$ cat src/logic/pcg_map.vh
`ifndef PCG_MAP_VH
`define PCG_MAP_VH
// Action encodings
`define PCG_ACT_KEEP 2'h0
`define PCG_ACT_TOGGLE 2'h1
`define PCG_ACT_LOW 2'h2
`define PCG_ACT_HIGH 2'h3
// Mode encodings
`define PCG_MODE_DOWN 1'b0
`define PCG_MODE_UPDOWN 1'b1
// Register offsets (word addresses)
`define PCG_REG_CTRL 4'h0
`define PCG_REG_LOAD 4'h1
`define PCG_REG_CMPA 4'h2
`define PCG_REG_CMPB 4'h3
`define PCG_REG_ACTA 4'h4
`define PCG_REG_ACTB 4'h5
`define PCG_REG_OUTCTL 4'h6
`define PCG_REG_COUNT 4'h7
`define PCG_REG_STATUS 4'h8
// Control field positions
`define PCG_CTRL_EN 0
`define PCG_CTRL_MODE 1
// Output control fields
`define PCG_OUT_ENA 0
`define PCG_OUT_ENB 1
`define PCG_OUT_INVA 2
`define PCG_OUT_INVB 3
// Action field positions, two bits each
`define PCG_EV_ZERO 0
`define PCG_EV_LOAD 2
`define PCG_EV_AUP 4
`define PCG_EV_ADN 6
`define PCG_EV_BUP 8
`define PCG_EV_BDN 10
// Reset values
`define PCG_ZERO16 16'h0000
`define PCG_ONE16 16'h0001
`define PCG_ZERO12 12'h000
`define PCG_ZERO32 32'h00000000
`endif

$ cat src/logic/pcg_action.v
`timescale 1ns/100ps
`include "pcg_map.vh"
// ****************************************
// Per-output action resolver
// ****************************************
module pcg_action (
    // Current output level
    input wire cur,
    // Per-event action fields
    input wire [11:0] act,
    // Qualified events
    input wire ev_zero,
    input wire ev_load,
    input wire ev_up,
    input wire ev_dn,
    // Next level
    output reg nxt
);
    reg [1:0] sel;
    // Zero and load win; matches are already masked by caller
    always @* begin
        sel = `PCG_ACT_KEEP;
        if (ev_zero) begin
            sel = act[`PCG_EV_ZERO +: 2];
        end else if (ev_load) begin
            sel = act[`PCG_EV_LOAD +: 2];
        end else if (ev_up) begin
            sel = act[`PCG_EV_AUP +: 2];
        end else if (ev_dn) begin
            sel = act[`PCG_EV_ADN +: 2];
        end
        case (sel)
            `PCG_ACT_TOGGLE: nxt = ~cur;
            `PCG_ACT_LOW: nxt = 1'b0;
            `PCG_ACT_HIGH: nxt = 1'b1;
            default: nxt = cur;
        endcase
    end
endmodule // pcg_action

$ cat src/logic/pcg_gen.v
`timescale 1ns/100ps
`include "pcg_map.vh"
// Functional notes
// - One 16-bit counter, down or up/down
// - Down mode: load to zero, reload
// - Up/down mode: zero to load and back
// - Direction low in down, tracks up/down
// - One-cycle pulses at zero and load
// - Down mode: load pulse follows zero
// - Two comparators pulse on match
// - Matches qualified by direction up/down
// - Match above load never fires
// - Down mode has four events
// - Up/down mode has six events
// - Match actions ignored at zero or load
// - Coinciding matches: A to A, B to B
// - Per-event action: keep, toggle, low, high
// - Both outputs share one counter period
// - Output stage sets polarity and enable
module pcg_gen #(
    parameter CW = 16
) (
    // Clock and reset
    input wire clock,
    input wire rst_n,
    // Register port
    input wire [3:0] reg_addr,
    input wire [31:0] reg_wdata,
    input wire reg_wr,
    input wire reg_rd,
    output reg [31:0] reg_rdata,
    // Pins
    output reg first_pulse_output,
    output reg second_pulse_output,
    // Raw events and state
    output reg dir_out,
    output reg zero_pulse,
    output reg load_pulse,
    output reg match_a_pulse,
    output reg match_b_pulse
);
    // ****************************************
    // Configuration registers
    // ****************************************
    reg en_r;
    reg mode_r;
    reg [CW-1:0] load_r;
    reg [CW-1:0] cmpa_r;
    reg [CW-1:0] cmpb_r;
    reg [11:0] acta_r;
    reg [11:0] actb_r;
    reg [3:0] outctl_r;
    // Counter state
    reg [CW-1:0] cnt_r;
    reg [CW-1:0] cnt_nxt;
    reg dir_r;
    reg dir_nxt;
    reg raw_a_r;
    reg raw_b_r;
    wire raw_a_nxt;
    wire raw_b_nxt;

    // Register writes
    always @(posedge clock or negedge rst_n) begin
        if (!rst_n) begin
            en_r <= 1'b0;
            mode_r <= `PCG_MODE_DOWN;
            load_r <= `PCG_ZERO16;
            cmpa_r <= `PCG_ZERO16;
            cmpb_r <= `PCG_ZERO16;
            acta_r <= `PCG_ZERO12;
            actb_r <= `PCG_ZERO12;
            outctl_r <= 4'h0;
        end else if (reg_wr) begin
            case (reg_addr)
                `PCG_REG_CTRL: begin
                    en_r <= reg_wdata[`PCG_CTRL_EN];
                    mode_r <= reg_wdata[`PCG_CTRL_MODE];
                end
                `PCG_REG_LOAD: load_r <= reg_wdata[CW-1:0];
                `PCG_REG_CMPA: cmpa_r <= reg_wdata[CW-1:0];
                `PCG_REG_CMPB: cmpb_r <= reg_wdata[CW-1:0];
                `PCG_REG_ACTA: acta_r <= reg_wdata[11:0];
                `PCG_REG_ACTB: actb_r <= reg_wdata[11:0];
                `PCG_REG_OUTCTL: outctl_r <= reg_wdata[3:0];
                default: ;
            endcase
        end
    end

    // Read data, one cycle after the strobe; unmapped reads zero
    always @(posedge clock or negedge rst_n) begin
        if (!rst_n) begin
            reg_rdata <= `PCG_ZERO32;
        end else begin
            reg_rdata <= `PCG_ZERO32;
            if (reg_rd) begin
                case (reg_addr)
                    `PCG_REG_CTRL: reg_rdata <= {30'h0, mode_r, en_r};
                    `PCG_REG_LOAD: reg_rdata <= {16'h0, load_r};
                    `PCG_REG_CMPA: reg_rdata <= {16'h0, cmpa_r};
                    `PCG_REG_CMPB: reg_rdata <= {16'h0, cmpb_r};
                    `PCG_REG_ACTA: reg_rdata <= {20'h0, acta_r};
                    `PCG_REG_ACTB: reg_rdata <= {20'h0, actb_r};
                    `PCG_REG_OUTCTL: reg_rdata <= {28'h0, outctl_r};
                    `PCG_REG_COUNT: reg_rdata <= {16'h0, cnt_r};
                    `PCG_REG_STATUS:
                        reg_rdata <= {29'h0, raw_b_r, raw_a_r, dir_r};
                    default: reg_rdata <= `PCG_ZERO32;
                endcase
            end
        end
    end

    // ****************************************
    // Counter
    // ****************************************
    // Next count; a load below the count is caught by the >= test on the way up
    always @* begin
        cnt_nxt = cnt_r;
        dir_nxt = dir_r;
        if (en_r) begin
            if (mode_r == `PCG_MODE_DOWN) begin
                dir_nxt = 1'b0;
                if (cnt_r == `PCG_ZERO16) begin
                    cnt_nxt = load_r;
                end else begin
                    cnt_nxt = cnt_r - `PCG_ONE16;
                end
            end else begin
                if (dir_r) begin
                    if (cnt_r >= load_r) begin
                        dir_nxt = 1'b0;
                        cnt_nxt = (load_r == `PCG_ZERO16) ? cnt_r :
                                  load_r - `PCG_ONE16;
                    end else begin
                        cnt_nxt = cnt_r + `PCG_ONE16;
                    end
                end else begin
                    if (cnt_r == `PCG_ZERO16) begin
                        dir_nxt = 1'b1;
                        cnt_nxt = (load_r == `PCG_ZERO16) ? cnt_r :
                                  `PCG_ONE16;
                    end else begin
                        cnt_nxt = cnt_r - `PCG_ONE16;
                    end
                end
            end
        end
    end

    // Count state; stopped while disabled
    always @(posedge clock or negedge rst_n) begin
        if (!rst_n) begin
            cnt_r <= `PCG_ZERO16;
            dir_r <= 1'b0;
        end else begin
            cnt_r <= cnt_nxt;
            dir_r <= dir_nxt;
        end
    end

    // ****************************************
    // Events
    // ****************************************
    wire run_zero = en_r && (cnt_r == `PCG_ZERO16);
    wire run_load = en_r && (cnt_r == load_r);
    // Compare against load too, so a match above load never fires
    wire hit_a = en_r && (cnt_r == cmpa_r) && (cmpa_r <= load_r);
    wire hit_b = en_r && (cnt_r == cmpb_r) && (cmpb_r <= load_r);
    // Match actions dropped when zero or load coincide; match pulses still fire
    wire blk = run_zero | run_load;
    // Up events only exist in up/down mode
    wire up_ok = (mode_r == `PCG_MODE_UPDOWN) && dir_r;
    wire a_up = hit_a & ~blk & up_ok;
    wire a_dn = hit_a & ~blk & ~up_ok;
    wire b_up = hit_b & ~blk & up_ok;
    wire b_dn = hit_b & ~blk & ~up_ok;

    // ****************************************
    // Signal generator
    // ****************************************
    // Each output sees only its own comparator
    pcg_action u_act_a (
        .cur(raw_a_r),
        .act(acta_r),
        .ev_zero(run_zero),
        .ev_load(run_load),
        .ev_up(a_up),
        .ev_dn(a_dn),
        .nxt(raw_a_nxt)
    );
    pcg_action u_act_b (
        .cur(raw_b_r),
        .act(actb_r),
        .ev_zero(run_zero),
        .ev_load(run_load),
        .ev_up(b_up),
        .ev_dn(b_dn),
        .nxt(raw_b_nxt)
    );

    // Raw outputs, event flags and output stage
    always @(posedge clock or negedge rst_n) begin
        if (!rst_n) begin
            raw_a_r <= 1'b0;
            raw_b_r <= 1'b0;
            first_pulse_output <= 1'b0;
            second_pulse_output <= 1'b0;
            dir_out <= 1'b0;
            zero_pulse <= 1'b0;
            load_pulse <= 1'b0;
            match_a_pulse <= 1'b0;
            match_b_pulse <= 1'b0;
        end else begin
            raw_a_r <= raw_a_nxt;
            raw_b_r <= raw_b_nxt;
            // Disabled pins sit low regardless of polarity
            first_pulse_output <= outctl_r[`PCG_OUT_ENA] &
                (raw_a_nxt ^ outctl_r[`PCG_OUT_INVA]);
            second_pulse_output <= outctl_r[`PCG_OUT_ENB] &
                (raw_b_nxt ^ outctl_r[`PCG_OUT_INVB]);
            dir_out <= dir_r;
            zero_pulse <= run_zero;
            load_pulse <= run_load;
            match_a_pulse <= hit_a;
            match_b_pulse <= hit_b;
        end
    end
endmodule // pcg_gen

$ cat config.mk
export PLATFORM = sky130hd
export DESIGN_NAME = pcg_gen
export DESIGN_NICKNAME = d
export VERILOG_FILES = /design/src/logic/pcg_action.v /design/src/logic/pcg_gen.v
export VERILOG_INCLUDE_DIRS = /design/src /design/src/logic
export SDC_FILE = /design/constraint.sdc
export NUM_CORES = 1
export LEC_CHECK = 0
export ABC_AREA = 1
export ABC_CLOCK_PERIOD_IN_PS = 3400
export BUFFER_PORTS_ARGS = -buffer_cell sky130_fd_sc_hd__buf_2
export CORE_ASPECT_RATIO = 2
export CORE_MARGIN = 1.5
export CORE_UTILIZATION = 25
export DETAILED_ROUTE_END_ITERATION = 16
export GPL_ROUTABILITY_DRIVEN = 0
export GPL_TIMING_DRIVEN = 0
export SLEW_MARGIN = 20
export SYNTH_ARGS = -nofsm -noshare
export SYNTH_HDL_FRONTEND = slang
export SYNTH_HIERARCHICAL = 1
export SYNTH_SLANG_ARGS = --single-unit
$ cat constraint.sdc
create_clock -name clock -period 3.4 [get_ports clock]
set_input_delay 0.68 -clock clock [delete_from_list [all_inputs] [get_ports clock]]
set_output_delay 0.68 -clock clock [all_outputs]
set_load 0.05 [all_outputs]
; ---- Word level (Yosys, flattened, before mapping)
; Index checks and enable logic that the tools add are counted.
[op_classes]
addsub = 3
n_lt_le_gt_ge = 3
eq_ne = 19
muxes = 23
bitwise = 15
n_reduce_logical = 18
[op_table]
columns = operator, n
row1 = 16-bit case mux with 9 select lines, 1
row2 = 16-bit 2-to-1 mux, 8
row3 = 16-bit equality test, 3
row4 = 16-bit less-or-equal comparator, 2
row5 = 16-bit zero test, 2
row6 = "16-bit by 1-bit subtractor with 16-bit output, second input constant", 2
row7 = "16-bit by 1-bit adder with 16-bit output, second input constant", 1
row8 = "4-bit by 3-bit equality test with 1-bit output, second input constant", 4
row9 = 16-bit greater-or-equal comparator, 1
row10 = 2-bit 2-to-1 mux, 8
row11 = 2-bit AND reduction, 7
row12 = 1-bit AND, 8
row13 = "2-bit equality test, second input constant", 4
row14 = "4-bit by 2-bit equality test with 1-bit output, second input constant", 2
row15 = "4-bit != test, second input constant", 2
row16 = 1-bit logical AND, 7
row17 = 1-bit case mux with 3 select lines, 2
row18 = "2-bit by 1-bit equality test with 1-bit output, second input constant", 2
row19 = "4-bit by 1-bit equality test with 1-bit output, second input constant", 1
row20 = "4-bit equality test, second input constant", 1
row21 = 4-bit zero test, 1
row22 = 1-bit 2-to-1 mux, 4
row23 = 1-bit NOT, 4
row24 = 3-bit AND reduction, 1
row25 = 2 further kinds, 3
[word_totals]
regBits = 136
inputBits = 40
output_inout_bits = 39
elab_cells = 101

; ---- Longest topological paths before layout
[depth]
word_depth = 14
mapped_depth = 24
mapped_depth_nobuf = 24

; ---- Hierarchy
; The synthesis kept the hierarchy.
[by_module_without_submodules]
columns = mod, instances, cells_each, area_each_um2, seq_area_each_um2
row1 = pcg_gen, 1, 1146, 8378.0, 3002.9
row2 = pcg_action, 2, 24, 101.3, 0.0

; ---- Least setup slack after synthesis
; Ideal clock, no wire load.
[synth_timing]
kind = register to register
startpoint = reg cnt_r[1]
endpoint = reg second_pulse_output
setup_time_ns = 0.119
arrival_time_ns = 2.343
required_time_ns = 3.281
setup_slack_ns = 0.938
path_stages_with_launch = 21
n_path_buf = 2
synth_period_minus_slack_ns = 2.462
cell_sequence = dfrtp_1 -> clkbuf_1 -> inv_1 -> ha_1 -> nand3_2 -> nor2_4 -> nand2_4 -> buf_2 -> a21oi_1 -> inv_1 -> nand3_1 -> nor2_1 -> a21oi_1 -> nand2_1 -> nand2_1 -> nand2_1 -> nand2_1 -> inv_1 -> nor2_1 -> xnor2_1 -> nor2_1
[synth_between]
word_cells_on_any_way = 22
cone_classes = eq/ne: 5 / mux: 5 / bitwise: 7 / reduce/logical: 5
[synth_rtl]
columns = element, line
row1 = "start, declared", pcg_gen.v:54  ; reg [CW-1:0] cnt_r;
row2 = "start signal, assigned", pcg_gen.v:155  ; cnt_r <= `PCG_ZERO16;
row3 = "start signal, assigned", pcg_gen.v:158  ; cnt_r <= cnt_nxt;
row4 = 16-bit equality test / 16-bit zero test (equally long branches), -
row5 = "1-bit logical AND, on equally long branches", "pcg_gen.v:167, pcg_gen.v:166"
row6 = 1-bit bitwise OR, pcg_gen.v:172  ; wire blk = run_zero | run_load;
row7 = 1-bit NOT, pcg_gen.v:177  ; wire b_up = hit_b & ~blk & up_ok;
row8 = 1-bit AND * (2 in a row), pcg_gen.v:177
row9 = net b_up, pcg_gen.v:177
row10 = 2-bit 2-to-1 mux *, pcg_action.v:27  ; end else if (ev_up) begin
row11 = 2-bit 2-to-1 mux *, pcg_action.v:25  ; end else if (ev_load) begin
row12 = 2-bit 2-to-1 mux *, pcg_action.v:23  ; if (ev_zero) begin
row13 = 2-bit equality test / 2-bit by 1-bit equality test with 1-bit output (equally long branches), pcg_action.v:32  ; case (sel)
row14 = 1-bit case mux with 3 select lines *, pcg_action.v:32
row15 = net raw_b_nxt, pcg_gen.v:61  ; wire raw_b_nxt;
row16 = 1-bit XOR *, pcg_gen.v:222  ; (raw_b_nxt ^ outctl_r[`PCG_OUT_INVB]);
row17 = 1-bit AND *, pcg_gen.v:221  ; second_pulse_output <= outctl_r[`PCG_OUT_ENB] &
row18 = "end signal, assigned", pcg_gen.v:221
row19 = "end, declared", pcg_gen.v:34  ; output reg second_pulse_output,
; The timed path passes the listed nets; every way through them passes the cells marked *.
; A chain may end at the register's enable or synchronous reset.

; ---- Worst setup path in the final report
[layout_timing]
startpoint = reg cnt_r[1]
endpoint = reg first_pulse_output
[layout_between]
word_cells_on_any_way = 22
cone_classes = eq/ne: 5 / mux: 5 / bitwise: 7 / reduce/logical: 5
[layout_rtl]
columns = element, line
row1 = 16-bit equality test / 16-bit zero test (equally long branches), -
row2 = "1-bit logical AND, on equally long branches", "pcg_gen.v:167, pcg_gen.v:166"
row3 = 1-bit bitwise OR, pcg_gen.v:172
row4 = 1-bit NOT, pcg_gen.v:175  ; wire a_up = hit_a & ~blk & up_ok;
row5 = 1-bit AND * (2 in a row), pcg_gen.v:175
row6 = net a_up, pcg_gen.v:175
row7 = 2-bit 2-to-1 mux *, pcg_action.v:27
row8 = 2-bit 2-to-1 mux *, pcg_action.v:25
row9 = 2-bit 2-to-1 mux *, pcg_action.v:23
row10 = 2-bit equality test / 2-bit by 1-bit equality test with 1-bit output (equally long branches), pcg_action.v:32
row11 = 1-bit case mux with 3 select lines *, pcg_action.v:32
row12 = net raw_a_nxt, pcg_gen.v:60  ; wire raw_a_nxt;
row13 = 1-bit XOR *, pcg_gen.v:220  ; (raw_a_nxt ^ outctl_r[`PCG_OUT_INVA]);
row14 = 1-bit AND *, pcg_gen.v:219  ; first_pulse_output <= outctl_r[`PCG_OUT_ENA] &
row15 = "end signal, assigned", pcg_gen.v:219
row16 = "end, declared", pcg_gen.v:33  ; output reg first_pulse_output,
; Marked as above.

==> impl_results.md <==
- # diodes: 0
- Finish-stage setup viols: 0
- Drt pass-1 iters: 6
- WP data arrival: between 3 and 4 ns
- Most common cell after layout, fill and taps aside: nand2_1
- Cell repeated most along the worst path: nand2_1
- H-tree lvl count: 4
- Via count: 8,848
- Area of the core: 0.0338 mm2
- Min-Delay Path Class: in2async
- Ys flop type: dfrtp_1
- Final period util: 0.941
- Vias per inst: 5.13
- CTS tree: built
- Drt first-iter violations: 740
- Worst Path Max Fanout: 10
- Placed instance area: 0.00945 mm2
- Max-Cap Viols: 0
- Antenna-violating nets left: 0
- Max VDD drop: 0.314 mV
- Synthesized area: approximately 0.0086 mm2
- Post-route design area: 0.0101 mm2
- LEAKAGE: 4.91 nW
- Post-layout util: 0.299
- IO buf count: 46
- Most frequent cells in the layout: 317 x nand2_1, 127 x nor2_1, 118 x dfrtp_1
- Pwr dens: 737 mW/mm2
- Required time at the worst-slack endpoint: around 3.7 ns
- Buffer count from post-CTS setup fixing: 0
- Num rows: 95
- Die X: 134 um
- Warnings, synthesis: 6
- Worst reg2reg path depth: 21
- Cell taking the most area after synthesis: dfrtp_1
- Delay-heaviest family, CP: simple AND/OR/NAND/NOR gates
- Slew @ Worst Pin: 1.13 ns
- WL final: 36.5 mm
- Status: finished, final reports clean
- Worst skew pair latency: 0.45 ns
- CTS Buf Count: 17
- Place WS: 0.0263 ns
- Max Slew Vio Count: 0
- R2r setup slk: 0.20 ns
- GRT overflow: 0
- Worst-path cell chain: clkbuf_2, inv_1, ha_2, nand3_2, nor2_4, nand2_4, buf_2, a21oi_1, inv_1, nand3_1, nor2_2, inv_1, nand3_1, nand2_1, nand2_1, nand2_1, nor2_1, nor2_1, nand2_1, nand2_1, nor2_1
- Clock Path Buffers: 2
- Final hold slack: 0.154 ns
- Critical Path End Type: flop
- First-pass GRT wire length: 54.6 mm
- Internal cell power: between 3 and 4 mW
- Comb power frac: 0.457
- Switching power total: 3.47 mW
- Vias in the first global route: ~9,000
- Clock transition at the registers of the reported paths: 0.06 ns
- Final Hold Fails: 0
- Sequential area share after synthesis: 0.350
- Global router's overall resource usage: 0.212
- WL per Instance: 21.2 um
- Reg-to-reg startpoint: cnt_r[1]$_DFFE_PN0P_
- Clk network pwr share: 0.258
- Detailed Place HPWL: about 28 mm
- Switching power share of the total: 0.466
- Worst Slack Setup Final: 0.199 ns
- Number of flops mapped to enable cells by yosys: 0
- DRC: 0
- Yosys cell types: 43
- Ratio of cells with drive above 1 in the final layout: 0.127
- Layout area overhead: 17.7%
- Post-route setup TNS: 0 ns
- Post-Synthesis Cells: approximately 1,200
- Die area: 0.0355 mm2
- Mean area per synthesized cell: about 7.2 um2
- CP max stage cell: dfrtp_1
- Pin count of the biggest net entering global routing: 79
- # IOs: 79
- Clk sinks: 120
- Final-stage net count: 1,368
- Top cells by area, synth: dfrtp_1 35%, nand2_1 14%, ha_1 7.7%
- Highest clock rate: 0.312 GHz
- Register bit count reported by yosys: 120
- Crit path largest cell delay: 0.40 ns
- Worst relative slew slack: 0.249
- Setup Crit Path Kind: reg2reg
- Clock root buffer: clkbuf_16
- Area share of the leading cell type in the synthesized netlist: 0.350
- Buf/Inv on CP: 5
- Ys async rst share: 1.00
- Initial core utilization: 0.254
- Worst Skew: 0.0109 ns
- Reg power frac: 0.285
- Initial antenna violation count: 0
- Startpoint Class: flop
- Die Y: approximately 270 um
- Reg2reg end: first_pulse_output$_DFF_PN0_
- Fin crit period: approximately 3.2 ns
- RSZ-0062 raised after global routing: no
metal layers:
layer | vias up | track usage | routed length, um | share of wire
met3 | 196 | 0.0377 | 1920 | 0.053
met2 | 450 | 0.385 | 18900 | 0.52
li1 | 4073 | - | - | -
met4 | 0 | 0.205 | 4020 | 0.11
met1 | 4129 | 0.194 | 11600 | 0.32
met5 | - | 0 | 0 | 0
power by group through the flow:
stage	Clock [mW]	Combinational [mW]	Sequential [mW]
global placement	0	3.18	2.11
finish	1.92	3.40	2.12
CTS	1.94	3.24	2.09
floorplan	0	2.24	2.02
global route	2.00	3.74	2.14
detailed placement	0	3.23	2.11
state kept, by name, indices dropped and copies added, names as in the netlist:
| name | cells |
|---|---|
| zero_pulse | 1 |
| match_b_pulse | 1 |
| actb_r | 12 |
| second_pulse_output | 1 |
| match_a_pulse | 1 |
| cmpa_r | 16 |
| raw_b_r | 1 |
| reg_rdata | 16 |
| load_pulse | 1 |
| cmpb_r | 16 |
| dir_out | 1 |
| dir_r | 1 |
| load_r | 16 |
| acta_r | 12 |
| en_r | 1 |
| outctl_r | 4 |
| cnt_r | 16 |
| first_pulse_output | 1 |
| mode_r | 1 |
| raw_a_r | 1 |
per-stage QoR:
stage	total power, mW	instances
2_1_floorplan	4.26	1209
3_3_place_gp	5.29	1691
3_5_place_dp	5.34	1692
4_1_cts	7.27	1724
5_1_grt	7.88	1724
6_report	7.44	1724
worst max-delay path by stage:
| stage | depth (start not counted) | to | slack (ns) | startpoint |
|---|---|---|---|---|
| after floorplan | 20 | second_pulse_output$_DFF_PN0_ | 0.94 | cnt_r[1]$_DFFE_PN0P_ |
| after global placement | 19 | first_pulse_output$_DFF_PN0_ | 0.02 | load_r[13]$_DFFE_PN0P_ |
| after detailed placement | 19 | first_pulse_output$_DFF_PN0_ | 0.03 | load_r[13]$_DFFE_PN0P_ |
| after CTS | 19 | first_pulse_output$_DFF_PN0_ | 0.007 | load_r[13]$_DFFE_PN0P_ |
| after global routing | 20 | second_pulse_output$_DFF_PN0_ | 0.03 | load_r[9]$_DFFE_PN0P_ |
| final | 21 | first_pulse_output$_DFF_PN0_ | 0.20 | cnt_r[1]$_DFFE_PN0P_ |
synthesized netlist by cell type (all sizes together) (2+ instances only):
cell    number
clkbuf      21
xor2        36
xnor2        5
nand4        9
o22ai       25
and2         2
nand2      325
nand3b       2
a21boi       2
dfrtp      120
or2          2
a221oi      16
a31oi        3
a21oi       42
buf         36
nor3        13
nand3       82
nor2       146
a211oi       4
a41oi        4
o21ai      117
ha          53
a21o         2
inv        121
final cells by class:
cell class / instances / area (um2)
clock buffers: 19 / 443
multi-input cells: 911 / 4880
repair buffers: 47 / 264
plain buffers: 57 / 342
inverters: 121 / 454
well taps: 436 / 546
fillers: 3694 / 23700
clock inverters: 13 / 168
flip-flops and latches: 120 / 3010
repair_timing:
action                     in CTS  in global routing
gates resized for setup         0                 14
setup endpoints to repair       0                  4
hold buffers                    0                  0
hold endpoints to repair        0                  0
cells by family after synthesis:
| logic type | synth area share |
|---|---|
| compound gates | 0.144 |
| xor+xnor | 0.0418 |
| fa+ha+maj | 0.0773 |
| buf+inv | 0.0926 |
| flops | 0.350 |
| other cells | 0.000437 |
| simple gates | 0.294 |
(Power assumes the default switching activity.)
